--- config.mk ---
export PLATFORM = sky130hd
export DESIGN_NAME = pulse_train_position_command
export DESIGN_NICKNAME = d
export VERILOG_FILES = /design/src/hdl/ptc_pkg.sv /design/src/hdl/pulse_train_position_command.sv
export VERILOG_INCLUDE_DIRS = /design/src /design/src/hdl
export SDC_FILE = /design/constraint.sdc
export NUM_CORES = 2
export LEC_CHECK = 0
export BUFFER_PORTS_ARGS = -buffer_cell sky130_fd_sc_hd__buf_2
export CAP_MARGIN = 5
export CORE_AREA = 2 2 388 390
export CTS_BUF_LIST = sky130_fd_sc_hd__clkbuf_4 sky130_fd_sc_hd__clkbuf_8
export CTS_CLUSTER_DIAMETER = 50
export DETAILED_ROUTE_END_ITERATION = 8
export DIE_AREA = 0 0 390 392
export PLACE_DENSITY_LB_ADDON = 0.2
export REMOVE_ABC_BUFFERS = 1
export SLEW_MARGIN = 20
export SYNTH_ARGS = -nofsm -noshare
export SYNTH_HDL_FRONTEND = slang
export SYNTH_SLANG_ARGS = --single-unit
export TNS_END_PERCENT = 1
--- constraint.sdc ---
create_clock -name clk -period 17.8 [get_ports clk]
set_input_delay 3.56 -clock clk [delete_from_list [all_inputs] [get_ports clk]]
set_output_delay 3.56 -clock clk [all_outputs]
set_load 0.005 [all_outputs]
--- src/hdl/ptc_params.svh ---
// constants for the pulse train position command block
// Function
// - speed from pulse rate, distance from count
// - format select 0 split, 1 step, 4 quad
// - split lines: cw plus, ccw minus
// - step mode: cw level direction, ccw steps
// - quad x4: ccw phase A, cw phase B
// - resolution default 2621440, 0 means 5242880
// - divide internal resolution, carry remainder forward
// - grid points per turn anchored at home
// - first pulse snaps motor onto the grid
// - pulses before servo active are discarded
// - pulse activity forces arrived flag open
// - arrived after stop and settled window time
// - error under flag closes below threshold
// - signed 32 bit accepted pulse counter
// - angle monitors in resolution units, wrapping
// - format and resolution need valid password
// - arrived closed means positioned and held
`ifndef PTC_PARAMS_SVH
`define PTC_PARAMS_SVH
`define FMT_SPLIT   3'h0
`define FMT_STEP    3'h1
`define FMT_QUAD    3'h4
`define FMT_DEF     3'h0
`define CR_DEF      23'h280000
`define CR_ZERO_VAL 24'h500000
`define CR_MIN      23'h0003e8
`define CR_MAX      23'h4fffff
`define INT_RES     24'h280000
`define INT_HALF    22'h140000
`define Q0_RST      12'h001
`define CLK_NS      25
`define TICK_NS     100000
`define TICK_CYC    ((`TICK_NS + `CLK_NS - 1) / `CLK_NS)
`define DIV_LAST    6'h2d
`endif

--- src/hdl/ptc_pkg.sv ---
// types shared by the pulse train position command block
package ptc_pkg;
  typedef struct packed {
    logic [2:0]  fmt;
    logic [22:0] cr;
  } cfg_t;
  typedef struct packed {
    logic up;
    logic dn;
  } step_t;
  typedef enum logic {S_PICK, S_DIV} state_t;
  typedef enum logic [1:0] {J_STEP, J_MON, J_GRID} job_t;
endpackage

--- src/hdl/pulse_train_position_command.sv ---
// pulse train command decoder, grid scaler and arrival logic
`timescale 1ns/1ps
`default_nettype none
`include "ptc_params.svh"
module pulse_train_position_command
  import ptc_pkg::*;
(
  input  wire logic               clk,
  input  wire logic               sys_rst,
  input  wire logic               cw_pulse_input,
  input  wire logic               ccw_pulse_input,
  input  wire logic               servo_active,
  input  wire logic [2:0]         pulse_format_select,
  input  wire logic [22:0]        counts_per_turn,
  input  wire logic               cfg_write,
  input  wire logic               password_ok,
  input  wire logic [21:0]        actual_motor_pos,
  input  wire logic signed [31:0] position_error,
  input  wire logic [21:0]        in_position_window,
  input  wire logic [15:0]        stability_delay,
  input  wire logic [21:0]        error_threshold,
  output logic signed [23:0]      motor_step,
  output logic                    motor_step_valid,
  output logic                    arrived_flag,
  output logic                    error_under_flag,
  output logic signed [31:0]      input_pulse_count,
  output logic [22:0]             actual_angle_monitor,
  output logic [22:0]             commanded_angle_monitor,
  output cfg_t                    active_cfg,
  output logic                    grid_locked
);

  // ****************************************
  // helpers
  // ****************************************
  // bring a value in [0, 2*res) back into one turn
  function automatic logic [21:0] fold(input logic [24:0] v);
    logic [24:0] t;
    t = (v >= {1'b0, `INT_RES}) ? v - {1'b0, `INT_RES} : v;
    return t[21:0];
  endfunction

  function automatic logic [23:0] eff_res(input logic [22:0] c);
    return (c == 23'h0) ? `CR_ZERO_VAL : {1'b0, c};
  endfunction

  // ****************************************
  // configuration
  // ****************************************
  logic [3:0]  cfg_seq_reg;
  logic [3:0]  done_seq_reg;
  logic [3:0]  seq_lat_reg;
  logic        fmt_ok;
  logic        cr_ok;
  logic [23:0] cr_eff;
  logic        cfg_dirty;
  logic        cfg_take;

  assign fmt_ok = (pulse_format_select == `FMT_SPLIT) ||
                  (pulse_format_select == `FMT_STEP) ||
                  (pulse_format_select == `FMT_QUAD);
  assign cr_ok = (counts_per_turn == 23'h0) ||
                 (counts_per_turn >= `CR_MIN && counts_per_turn <= `CR_MAX);
  assign cr_eff = eff_res(active_cfg.cr);
  // a sequence number avoids a second driver on a dirty flag
  assign cfg_dirty = (cfg_seq_reg != done_seq_reg);
  assign cfg_take = cfg_write && password_ok && fmt_ok && cr_ok;

  // writes without the password or out of range are dropped
  always_ff @(posedge clk or posedge sys_rst) begin
    if (sys_rst) begin
      active_cfg  <= '{fmt: `FMT_DEF, cr: `CR_DEF};
      cfg_seq_reg <= 4'h0;
    end else if (cfg_take) begin
      active_cfg  <= '{fmt: pulse_format_select, cr: counts_per_turn};
      cfg_seq_reg <= cfg_seq_reg + 4'h1;
    end
  end

  // ****************************************
  // input synchroniser and decoder
  // ****************************************
  logic [1:0] pin_s1;
  logic [1:0] pin_s2;
  logic [1:0] pin_s3;
  logic [1:0] rise;
  logic [1:0] edge_any;
  step_t      ev;

  // bit 1 is the cw line, bit 0 the ccw line
  genvar gi;
  generate
    for (gi = 0; gi < 2; gi++) begin : g_sync
      always_ff @(posedge clk or posedge sys_rst) begin
        if (sys_rst) begin
          pin_s1[gi] <= 1'b0;
          pin_s2[gi] <= 1'b0;
          pin_s3[gi] <= 1'b0;
        end else begin
          pin_s1[gi] <= (gi == 1) ? cw_pulse_input : ccw_pulse_input;
          pin_s2[gi] <= pin_s1[gi];
          pin_s3[gi] <= pin_s2[gi];
        end
      end
    end
  endgenerate

  assign rise = pin_s2 & ~pin_s3;
  assign edge_any = pin_s2 ^ pin_s3;

  // one decoded count per cycle at most
  always_comb begin
    ev = '{up: 1'b0, dn: 1'b0};
    case (active_cfg.fmt)
      `FMT_SPLIT: begin
        ev.up = rise[1] & ~rise[0];
        ev.dn = rise[0] & ~rise[1];
      end
      `FMT_STEP: begin
        ev.up = rise[0] & ~pin_s2[1];
        ev.dn = rise[0] & pin_s2[1];
      end
      `FMT_QUAD: begin
        // a double change is a lost phase and is ignored
        if (edge_any[0] ^ edge_any[1]) begin
          ev.dn = pin_s3[0] ^ pin_s2[1];
          ev.up = ~(pin_s3[0] ^ pin_s2[1]);
        end
      end
      default: ev = '{up: 1'b0, dn: 1'b0};
    endcase
  end

  // accepted pulse counter, wraps at the signed limits
  always_ff @(posedge clk or posedge sys_rst) begin
    if (sys_rst) begin
      input_pulse_count <= 32'sh0;
    end else if (servo_active) begin
      if (ev.up) begin
        input_pulse_count <= input_pulse_count + 32'sh1;
      end else if (ev.dn) begin
        input_pulse_count <= input_pulse_count - 32'sh1;
      end
    end
  end

  // ****************************************
  // shared divider and alignment sequencer
  // ****************************************
  state_t      state_reg;
  job_t        job_reg;
  logic [45:0] num_reg;
  logic [23:0] den_reg;
  logic [23:0] rem_reg;
  logic [5:0]  cnt_reg;
  logic [11:0] q0_reg;
  logic [23:0] r0_reg;
  logic [22:0] k_lat_reg;
  logic [21:0] p_lat_reg;
  logic [24:0] trial;
  logic        ge;
  logic [23:0] rem_next;
  logic [45:0] num_next;
  logic [45:0] mul_mon;
  logic [45:0] mul_grid;
  logic        last;
  logic        grid_load;

  assign trial = {rem_reg, num_reg[45]};
  assign ge = trial >= {1'b0, den_reg};
  assign rem_next = ge ? 24'(trial - {1'b0, den_reg}) : trial[23:0];
  assign num_next = {num_reg[44:0], ge};
  assign mul_mon = {24'h0, actual_motor_pos} * {22'h0, cr_eff};
  assign mul_grid = {23'h0, num_next[22:0]} * {22'h0, `INT_RES};
  assign last = (state_reg == S_DIV) && (cnt_reg == `DIV_LAST);
  assign grid_load = last && (job_reg == J_GRID) && servo_active && !cfg_dirty;

  // jobs: step size after a change, monitor refresh, grid snap
  always_ff @(posedge clk or posedge sys_rst) begin
    if (sys_rst) begin
      state_reg <= S_PICK;
      job_reg <= J_MON;
      num_reg <= 46'h0;
      den_reg <= 24'h1;
      rem_reg <= 24'h0;
      cnt_reg <= 6'h0;
      q0_reg <= `Q0_RST;
      r0_reg <= 24'h0;
      done_seq_reg <= 4'h0;
      seq_lat_reg <= 4'h0;
      k_lat_reg <= 23'h0;
      p_lat_reg <= 22'h0;
      actual_angle_monitor <= 23'h0;
      grid_locked <= 1'b0;
    end else begin
      if (!servo_active || cfg_dirty) begin
        grid_locked <= 1'b0;
      end
      case (state_reg)
        S_PICK: begin
          rem_reg <= 24'h0;
          cnt_reg <= 6'h0;
          state_reg <= S_DIV;
          if (cfg_dirty) begin
            job_reg <= J_STEP;
            num_reg <= {22'h0, `INT_RES};
            den_reg <= cr_eff;
            seq_lat_reg <= cfg_seq_reg;
          end else begin
            job_reg <= J_MON;
            num_reg <= mul_mon;
            den_reg <= `INT_RES;
            p_lat_reg <= actual_motor_pos;
          end
        end
        S_DIV: begin
          num_reg <= num_next;
          rem_reg <= rem_next;
          cnt_reg <= cnt_reg + 6'h1;
          if (last) begin
            state_reg <= S_PICK;
            case (job_reg)
              J_STEP: begin
                q0_reg <= num_next[11:0];
                r0_reg <= rem_next;
                done_seq_reg <= seq_lat_reg;
              end
              J_MON: begin
                actual_angle_monitor <= num_next[22:0];
                // grid index below the shaft, anchored at home
                if (servo_active && !grid_locked && !cfg_dirty) begin
                  job_reg <= J_GRID;
                  k_lat_reg <= num_next[22:0];
                  num_reg <= mul_grid;
                  den_reg <= cr_eff;
                  rem_reg <= 24'h0;
                  cnt_reg <= 6'h0;
                  state_reg <= S_DIV;
                end
              end
              J_GRID: begin
                if (servo_active && !cfg_dirty) begin
                  grid_locked <= 1'b1;
                end
              end
              default: state_reg <= S_PICK;
            endcase
          end
        end
        default: state_reg <= S_PICK;
      endcase
    end
  end

  // ****************************************
  // command engine
  // ****************************************
  logic signed [15:0] pend_reg;
  logic [22:0]        k_reg;
  logic [21:0]        g_reg;
  logic [23:0]        r_reg;
  logic [21:0]        out_reg;
  logic               consume;
  logic               go_minus;
  logic [24:0]        r_up;
  logic               carry;
  logic               borrow;
  logic [23:0]        r_new;
  logic [21:0]        g_new;
  logic [22:0]        k_new;
  logic [21:0]        d_fold;
  logic signed [15:0] pend_in;

  // drained one count per cycle: far above the pulse rate limit
  // no step while the step size is recomputed: q0 and r0 would be stale
  assign consume = grid_locked && !cfg_dirty && (pend_reg != 16'sh0) && !grid_load;
  assign go_minus = pend_reg[15];
  assign pend_in = ev.up ? 16'sh1 : (ev.dn ? -16'sh1 : 16'sh0);

  // remainder carried between steps so no motion is lost
  always_comb begin
    r_up = {1'b0, r_reg} + {1'b0, r0_reg};
    carry = r_up >= {1'b0, cr_eff};
    borrow = r_reg < r0_reg;
    if (!go_minus) begin
      r_new = carry ? 24'(r_up - {1'b0, cr_eff}) : r_up[23:0];
      g_new = fold({3'h0, g_reg} + {13'h0, q0_reg} + {24'h0, carry});
      k_new = (k_reg == 23'(cr_eff - 24'h1)) ? 23'h0 : k_reg + 23'h1;
    end else begin
      r_new = borrow ? 24'(r_reg - r0_reg + cr_eff) : 24'(r_reg - r0_reg);
      g_new = fold({3'h0, g_reg} + {1'b0, `INT_RES} - {13'h0, q0_reg}
                   - {24'h0, borrow});
      k_new = (k_reg == 23'h0) ? 23'(cr_eff - 24'h1) : k_reg - 23'h1;
    end
    d_fold = fold({3'h0, g_new} + {1'b0, `INT_RES} - {3'h0, out_reg});
  end

  // first step is taken from the shaft, not from the grid
  always_ff @(posedge clk or posedge sys_rst) begin
    if (sys_rst) begin
      pend_reg <= 16'sh0;
      k_reg <= 23'h0;
      g_reg <= 22'h0;
      r_reg <= 24'h0;
      out_reg <= 22'h0;
      motor_step <= 24'sh0;
      motor_step_valid <= 1'b0;
    end else begin
      motor_step_valid <= 1'b0;
      if (!servo_active) begin
        pend_reg <= 16'sh0;
      end else begin
        pend_reg <= pend_reg + pend_in - (consume ? (go_minus ? -16'sh1 : 16'sh1) : 16'sh0);
      end
      if (grid_load) begin
        k_reg <= k_lat_reg;
        g_reg <= num_next[21:0];
        r_reg <= rem_next;
        out_reg <= p_lat_reg;
      end else if (consume) begin
        k_reg <= k_new;
        g_reg <= g_new;
        r_reg <= r_new;
        out_reg <= g_new;
        motor_step_valid <= 1'b1;
        motor_step <= (d_fold > `INT_HALF) ? 24'({2'h0, d_fold}) - 24'(`INT_RES)
                                           : 24'({2'h0, d_fold});
      end
      // a new resolution restarts the index so the monitor stays in range
      if (cfg_take) begin
        k_reg <= 23'h0;
      end
    end
  end

  assign commanded_angle_monitor = k_reg;

  // ****************************************
  // arrival and error under threshold
  // ****************************************
  logic [11:0] tick_reg;
  logic        tick;
  logic [15:0] settle_reg;
  logic [31:0] abs_err;
  logic        in_win;
  logic        busy;

  assign tick = (tick_reg == 12'(`TICK_CYC - 1));
  assign abs_err = position_error[31] ? 32'(-position_error) : position_error;
  assign in_win = abs_err <= {10'h0, in_position_window};
  assign busy = (|edge_any) || (pend_reg != 16'sh0);

  // 0.1 ms enable for the settling timer
  always_ff @(posedge clk or posedge sys_rst) begin
    if (sys_rst) begin
      tick_reg <= 12'h0;
    end else begin
      tick_reg <= tick ? 12'h0 : tick_reg + 12'h1;
    end
  end

  // a pause longer than the settling time reads as arrival
  always_ff @(posedge clk or posedge sys_rst) begin
    if (sys_rst) begin
      settle_reg <= 16'h0;
      arrived_flag <= 1'b0;
    end else if (busy || !in_win || !servo_active) begin
      settle_reg <= 16'h0;
      arrived_flag <= 1'b0;
    end else if (settle_reg >= stability_delay) begin
      arrived_flag <= 1'b1;
    end else if (tick) begin
      settle_reg <= settle_reg + 16'h1;
    end
  end

  always_ff @(posedge clk or posedge sys_rst) begin
    if (sys_rst) begin
      error_under_flag <= 1'b0;
    end else begin
      error_under_flag <= abs_err < {10'h0, error_threshold};
    end
  end
endmodule
`default_nettype wire

# Yosys cells after proc, flatten, opt, wreduce, memory -nomap -nowiden
# Cells that the tools add are included.
[totals] ramBits=0 ff_bits=446 elab_cells=226 latch_bits=0 memories=0 romBits=0 output_inout_bits=132
[classes] n_div=0 reduce_logical=48 n_mux=71 n_mul=2 magnitude_cmp=12 n_shift=0 eq_ne=14 bitwise=16 n_addsub=28
[op_table] cell="24-bit two-way mux" count=13
[op_table] cell="23-bit two-way mux" count=8
[op_table] cell="22-bit two-way mux" count=7
[op_table] cell="46-bit two-way mux" count=3
[op_table] cell="16-bit two-way mux" count=8
[op_table] cell="32-bit two-way mux" count=3
[op_table] cell="24-bit case mux with 2 select lines" count=2
[op_table] cell="46-bit case mux with 2 select lines" count=1
[op_table] cell="23-bit zero test" count=3
[op_table] cell="22-bit subtractor (second input constant)" count=3
[op_table] cell="25-bit by 22-bit greater-or-equal comparator with 1-bit output (second input constant)" count=2
[op_table] cell="24-bit subtractor" count=2
[op_table] cell="22-bit by 22-bit adder with 23-bit output (second input constant)" count=2
[op_table] cell="23-bit by 1-bit subtractor with 23-bit output (second input constant)" count=2
[op_table] cell="22-bit by 23-bit multiplier with 45-bit output" count=1
[op_table] cell="45-bit two-way mux" count=1
[op_table] cell="32-bit by 2-bit adder with 32-bit output (second input constant)" count=1
[op_table] cell="32-bit by 22-bit less-or-equal comparator with 1-bit output" count=1
[op_table] cell="32-bit by 22-bit less-than comparator with 1-bit output" count=1
[op_table] cell="32-bit negation" count=1
[op_table] cell="32-bit by 2-bit subtractor with 32-bit output (second input constant)" count=1
[op_table] cell="23-bit by 3-bit multiplier with 26-bit output (second input constant)" count=1
[op_table] cell="24-bit by 24-bit adder with 25-bit output" count=1
[op_table] cell="25-bit by 23-bit greater-or-equal comparator with 1-bit output" count=1
[op_table] cell="58 further kinds" count=122

# Logic depth before layout (Yosys ltp)
[logic_depth] word_depth=13 ltp_mapped=58

# Worst setup path before layout
# No wires, ideal clock.
[synth_timing] kind="reg2reg" startpoint="reg r0_reg[1]" endpoint="reg motor_step[19]" path_slack_ns=7.062 stages_incl_launch_ff=57 synth_period_minus_slack_ns=10.738 path_buffers=2 setup_time_ns=0.129 arrival_ns=10.608 required_ns=17.671 cell_sequence="dfrtp_1 > inv_1 > ha_1 > nand2b_1 > a221oi_1 > nor2_1 > nor2_1 > nor2b_1 > nor2_1 > a21oi_1 > o21ai_0 > xnor2_1 > ha_1 > and2_1 > o31ai_1 > a211oi_1 > nor4_1 > nand3_1 > [21 not listed] > ha_1 > a211oi_1 > nand2b_1 > o21ai_0 > o21ai_0 > a31oi_1 > nor2_1 > nor2_1 > xnor2_1 > inv_1 > ha_1 > inv_1 > a21bo_2 > a41o_1 > and2_1 > a22oi_1 > nor2_1 > o41a_1"
[synth_between] elab_chain_len=12 word_cells_on_any_way=20 cone_classes="9 x add/sub; 6 x order compare; 5 x mux"
[synth_lines] item="start: declaration" line_no="pulse_train_position_command.sv:157" text="logic [23:0] r0_reg;"
[synth_lines] item="start signal: assignment" line_no="pulse_train_position_command.sv:225" text="r0_reg <= rem_next;"
[synth_lines] item="24-bit by 24-bit adder with 25-bit output" line_no="pulse_train_position_command.sv:282" text="r_up = {1'b0, r_reg} + {1'b0, r0_reg};"
[synth_lines] item="25-bit by 23-bit greater-or-equal comparator with 1-bit output" line_no="pulse_train_position_command.sv:283" text="carry = r_up >= {1'b0, cr_eff};"
[synth_lines] item="23-bit by 1-bit adder with 24-bit output" line_no="pulse_train_position_command.sv:287" text="g_new = fold({3'h0, g_reg} + {13'h0, q0_reg} + {24'h0, carry});"
[synth_lines] item="22-bit subtractor / 24-bit by 22-bit greater-or-equal comparator with 1-bit output (equally long branches)" line_no="pulse_train_position_command.sv:39" text="t = (v >= {1'b0, `INT_RES}) ? v - {1'b0, `INT_RES} : v;"
[synth_lines] item="22-bit two-way mux" line_no="pulse_train_position_command.sv:39"
[synth_lines] item="22-bit two-way mux *" line_no="pulse_train_position_command.sv:285" text="if (!go_minus) begin"
[synth_lines] item="22-bit by 22-bit adder with 23-bit output *" line_no="pulse_train_position_command.sv:295" text="d_fold = fold({3'h0, g_new} + {1'b0, `INT_RES} - {3'h0, out_reg});"
[synth_lines] item="23-bit by 22-bit subtractor with 24-bit output *" line_no="pulse_train_position_command.sv:295"
[synth_lines] item="22-bit subtractor / 25-bit by 22-bit greater-or-equal comparator with 1-bit output (equally long branches)" line_no="pulse_train_position_command.sv:39"
[synth_lines] item="22-bit two-way mux *" line_no="pulse_train_position_command.sv:39"
[synth_lines] item="22-bit by 22-bit subtractor with 23-bit output / 22-bit by 21-bit > comparator with 1-bit output (equally long branches)"
[synth_lines] item="24-bit two-way mux *" line_no="pulse_train_position_command.sv:326" text="motor_step <= (d_fold > `INT_HALF) ? 24'({2'h0, d_fold}) - 24'(`INT_RES)"
[synth_lines] item="end signal: assignment" line_no="pulse_train_position_command.sv:326"
[synth_lines] item="end: declaration" line_no="pulse_train_position_command.sv:22" text="output logic signed [23:0] motor_step,"
# Mark *: on every way between the ends. The rest lies on a longest branch, timed or not.
# A chain may end at the register's enable or synchronous reset.

# Worst setup path after layout
# Same ends and word-level chain as after synthesis.

==> impl_metrics.yaml <==
timing:
  finalMaxSlewViolations: 0
  holdWs_ns: 0.3454
  setup_violations: 0
  fin_tns_setup_ns: 0
  max_freq_ghz: 0.08243
  period_minus_slack_ns: 12.13
  worstMarginPinSlew_ns: 1.091
  finalHoldViolCount: 0
  rsz0062_at_grt: "no"
  finalClockSkew_ns: 0.04594
  slew_headroom: 0.2729
  finalCritPeriodShare: 0.6816
synthesis:
  ys_types: 76
  syn-cell-area_sq_um: 51670
  synth_edf_count: 0
  ys_top_cells_by_area: "dfrtp_1, fa_1, ha_1, nand2_1, inv_1"
  synth_seq_area_share: 0.2151
  ys_warn_count: 0
  syn_avg_cell_area_sq_um: 8.410
  syn_inst: 6144
  ys_async_sr_fraction: 1.000
  ys.flop_type: "dfrtp_1"
  synth_top_cell_area_share: 0.2126
  yosysTopAreaCell: "dfrtp_1"
  synth_seq_cells: 444
placed_design:
  numPlacedInstances: 8128
  hpwl_mm: 127.0
  io_buffers: 278
  routabilityCongestion: 0.9138
worst_setup_path:
  crit_type: "reg -> reg"
  crit_slowest_cell: "a221oi_1"
  cp-startpoint: "r0_reg[1]"
  crit_required_ns: 18.45
  rrSetupSlack_ns: 5.67
  cp.arrival_ns: 12.78
  slowest_delay_ns: 0.92
  rr_endpoint: "motor_step[19]"
  crit_top_cell: "o21ai_0"
  crit_path_end_kind: "flop"
  worst-path-max-fanout: 8
  start_kind: "flop"
  r2r_start: "r0_reg[1]"
  r2r_cells: 51
floorplanning:
  initial_utilization: 0.3470
  fp.dieW_um: 390
  die_h_um: 392
  io-pin-count: 279
  row_count: 142
  core_sq_um: 148900
  dieArea_sq_um: 152900
run_status:
  status: "finished, final reports clean"
final_layout:
  final_cell_mix: "nand2_1, inv_1, ha_1, fa_1, dfrtp_1"
  fin_nets: 7399
  area_growth_pct: 10.19
  drive_above_1_share: 0.1001
  largest_register_ffs: 46
  layout.cells.non_filler: 8291
  mostFrequentLayoutCell: "nand2_1"
global_route:
  antenna_found_initial: 12
  grt_pass1_wl_mm: 263.7
  grt_max_degree: 148
  grt-ovfl-total: 0
  grt_pass1_vias: 43547
  gr-usage-all-layers: 0.2234
route:
  vias: 43324
  ant_nets: 0
  wl_per_cell_um: 20.52
  wirelength_mm: 170.1
  drc: 0
  drtPass1Iterations: 8
  drtIter0Drc: 3114
  viasPerCell: 5.225
clock_network:
  cts_tree: "yes"
  clkLatencyLatePin_ns: 0.78
  clkSlewWorstSetupHoldPaths_ns: 0.06
  h-tree-depth: 3
  clockRootBuffer: "clkbuf_8"
  cts-resized-gates: 0
  cts.sinks: 444
  clockBufferDepth: 3
  postCtsSetupBuffers: 0
  numCtsBuffers: 86
  hold_buffers: 0
worst_hold_path:
  hold_path_class: "reg -> reg"
  whs_endpoint: "pin_s2[1]"
  worstHoldStart: "pin_s1[1]"
  hold_depth: 0
flow_run:
  cap_violations: 0
synth_stat cells (all sizes together) (10+ instances only):
cell type    n
nand2      940
inv        754
ha         536
fa         443
dfrtp      439
a21oi      369
o21ai      334
nor2       327
clkbuf     277
xnor2      241
and2       175
xor2       145
a21o       126
nor3       101
nand3       83
mux2        65
o211ai      62
nand2b      60
nor2b       49
o21bai      43
a211oi      42
and3        41
or3         40
nor4        38
o21a        38
nand4       33
buf         28
o31ai       25
mux2i       24
a31oi       22
a221oi      20
a22o        15
or4         14
and4        13
o22ai       13
or2         13
nor3b       12
o31a        10
routing by layer:
metal,GRT usage,routed length [um],vias up,part of all wire
met2,0.3573,76910,1117,0.45
met5,0,59,-,0.00035
met4,0.07652,5437,8,0.032
li1,-,-,20587,-
met3,0.03008,9645,236,0.057
met1,0.3096,78070,21376,0.46
through the flow:
stage	instance area, sq um	worst slack (ns)	util
after floorplan	50510	1.876	-
after global placement	54960	6.042	0.3691
after detailed placement	54960	5.857	0.3691
after CTS	56900	5.861	0.3821
after global routing	56930	4.774	0.3824
final	56940	5.668	0.3824
final cells by class:
cell class | count | area [sq um]
Clock inverter | 21 | 232.7
Inverter | 754 | 2838
Multi-Input combinational cell | 4641 | 36670
Fill cell | 15537 | 91950
Tap cell | 1944 | 2432
Sequential cell | 444 | 11120
Clock buffer | 138 | 1705
Antenna cell | 3 | 7.507
Timing Repair Buffer | 346 | 1934
worst max-delay path, delay by kind of cell (launching register included):
family | cells | cell delay (ns)
AO/OA/AOI/OAI | 24 | 6.46
adder cells (fa/ha/maj) | 7 | 2.34
AND/OR/NAND/NOR | 13 | 1.74
XOR/XNOR | 3 | 0.52
buffers and inverters | 4 | 0.51
flip-flops | 1 | 0.40
worst max path at each step:
stage	endpoint	slack (ns)	cells after the start
after floorplan	active_cfg[0]	1.88	1
after global placement	motor_step[19]	6.04	51
after detailed placement	motor_step[19]	5.86	48
after CTS	motor_step[19]	5.86	51
after global routing	motor_step[19]	4.77	52
final	motor_step[19]	5.67	51
kinds of logic (layout without fill, tap and decap cells):
logic type	Yosys count	after routing	synth area share
DFF	444	444	0.2151
muxes	89	89	0.01881
AOI/OAI and AO/OA	1225	1225	0.1473
other	0	3	0
buffers and inverters	1059	1259	0.07729
and+or+nand+nor	1962	1962	0.1746
xor gates and xnor gates	386	386	0.06543
adders and majority gates	979	979	0.3014
Power is left out: the tool's default activity adds up to more than one toggle a clock period on the data nets, which glitch-free logic cannot reach.
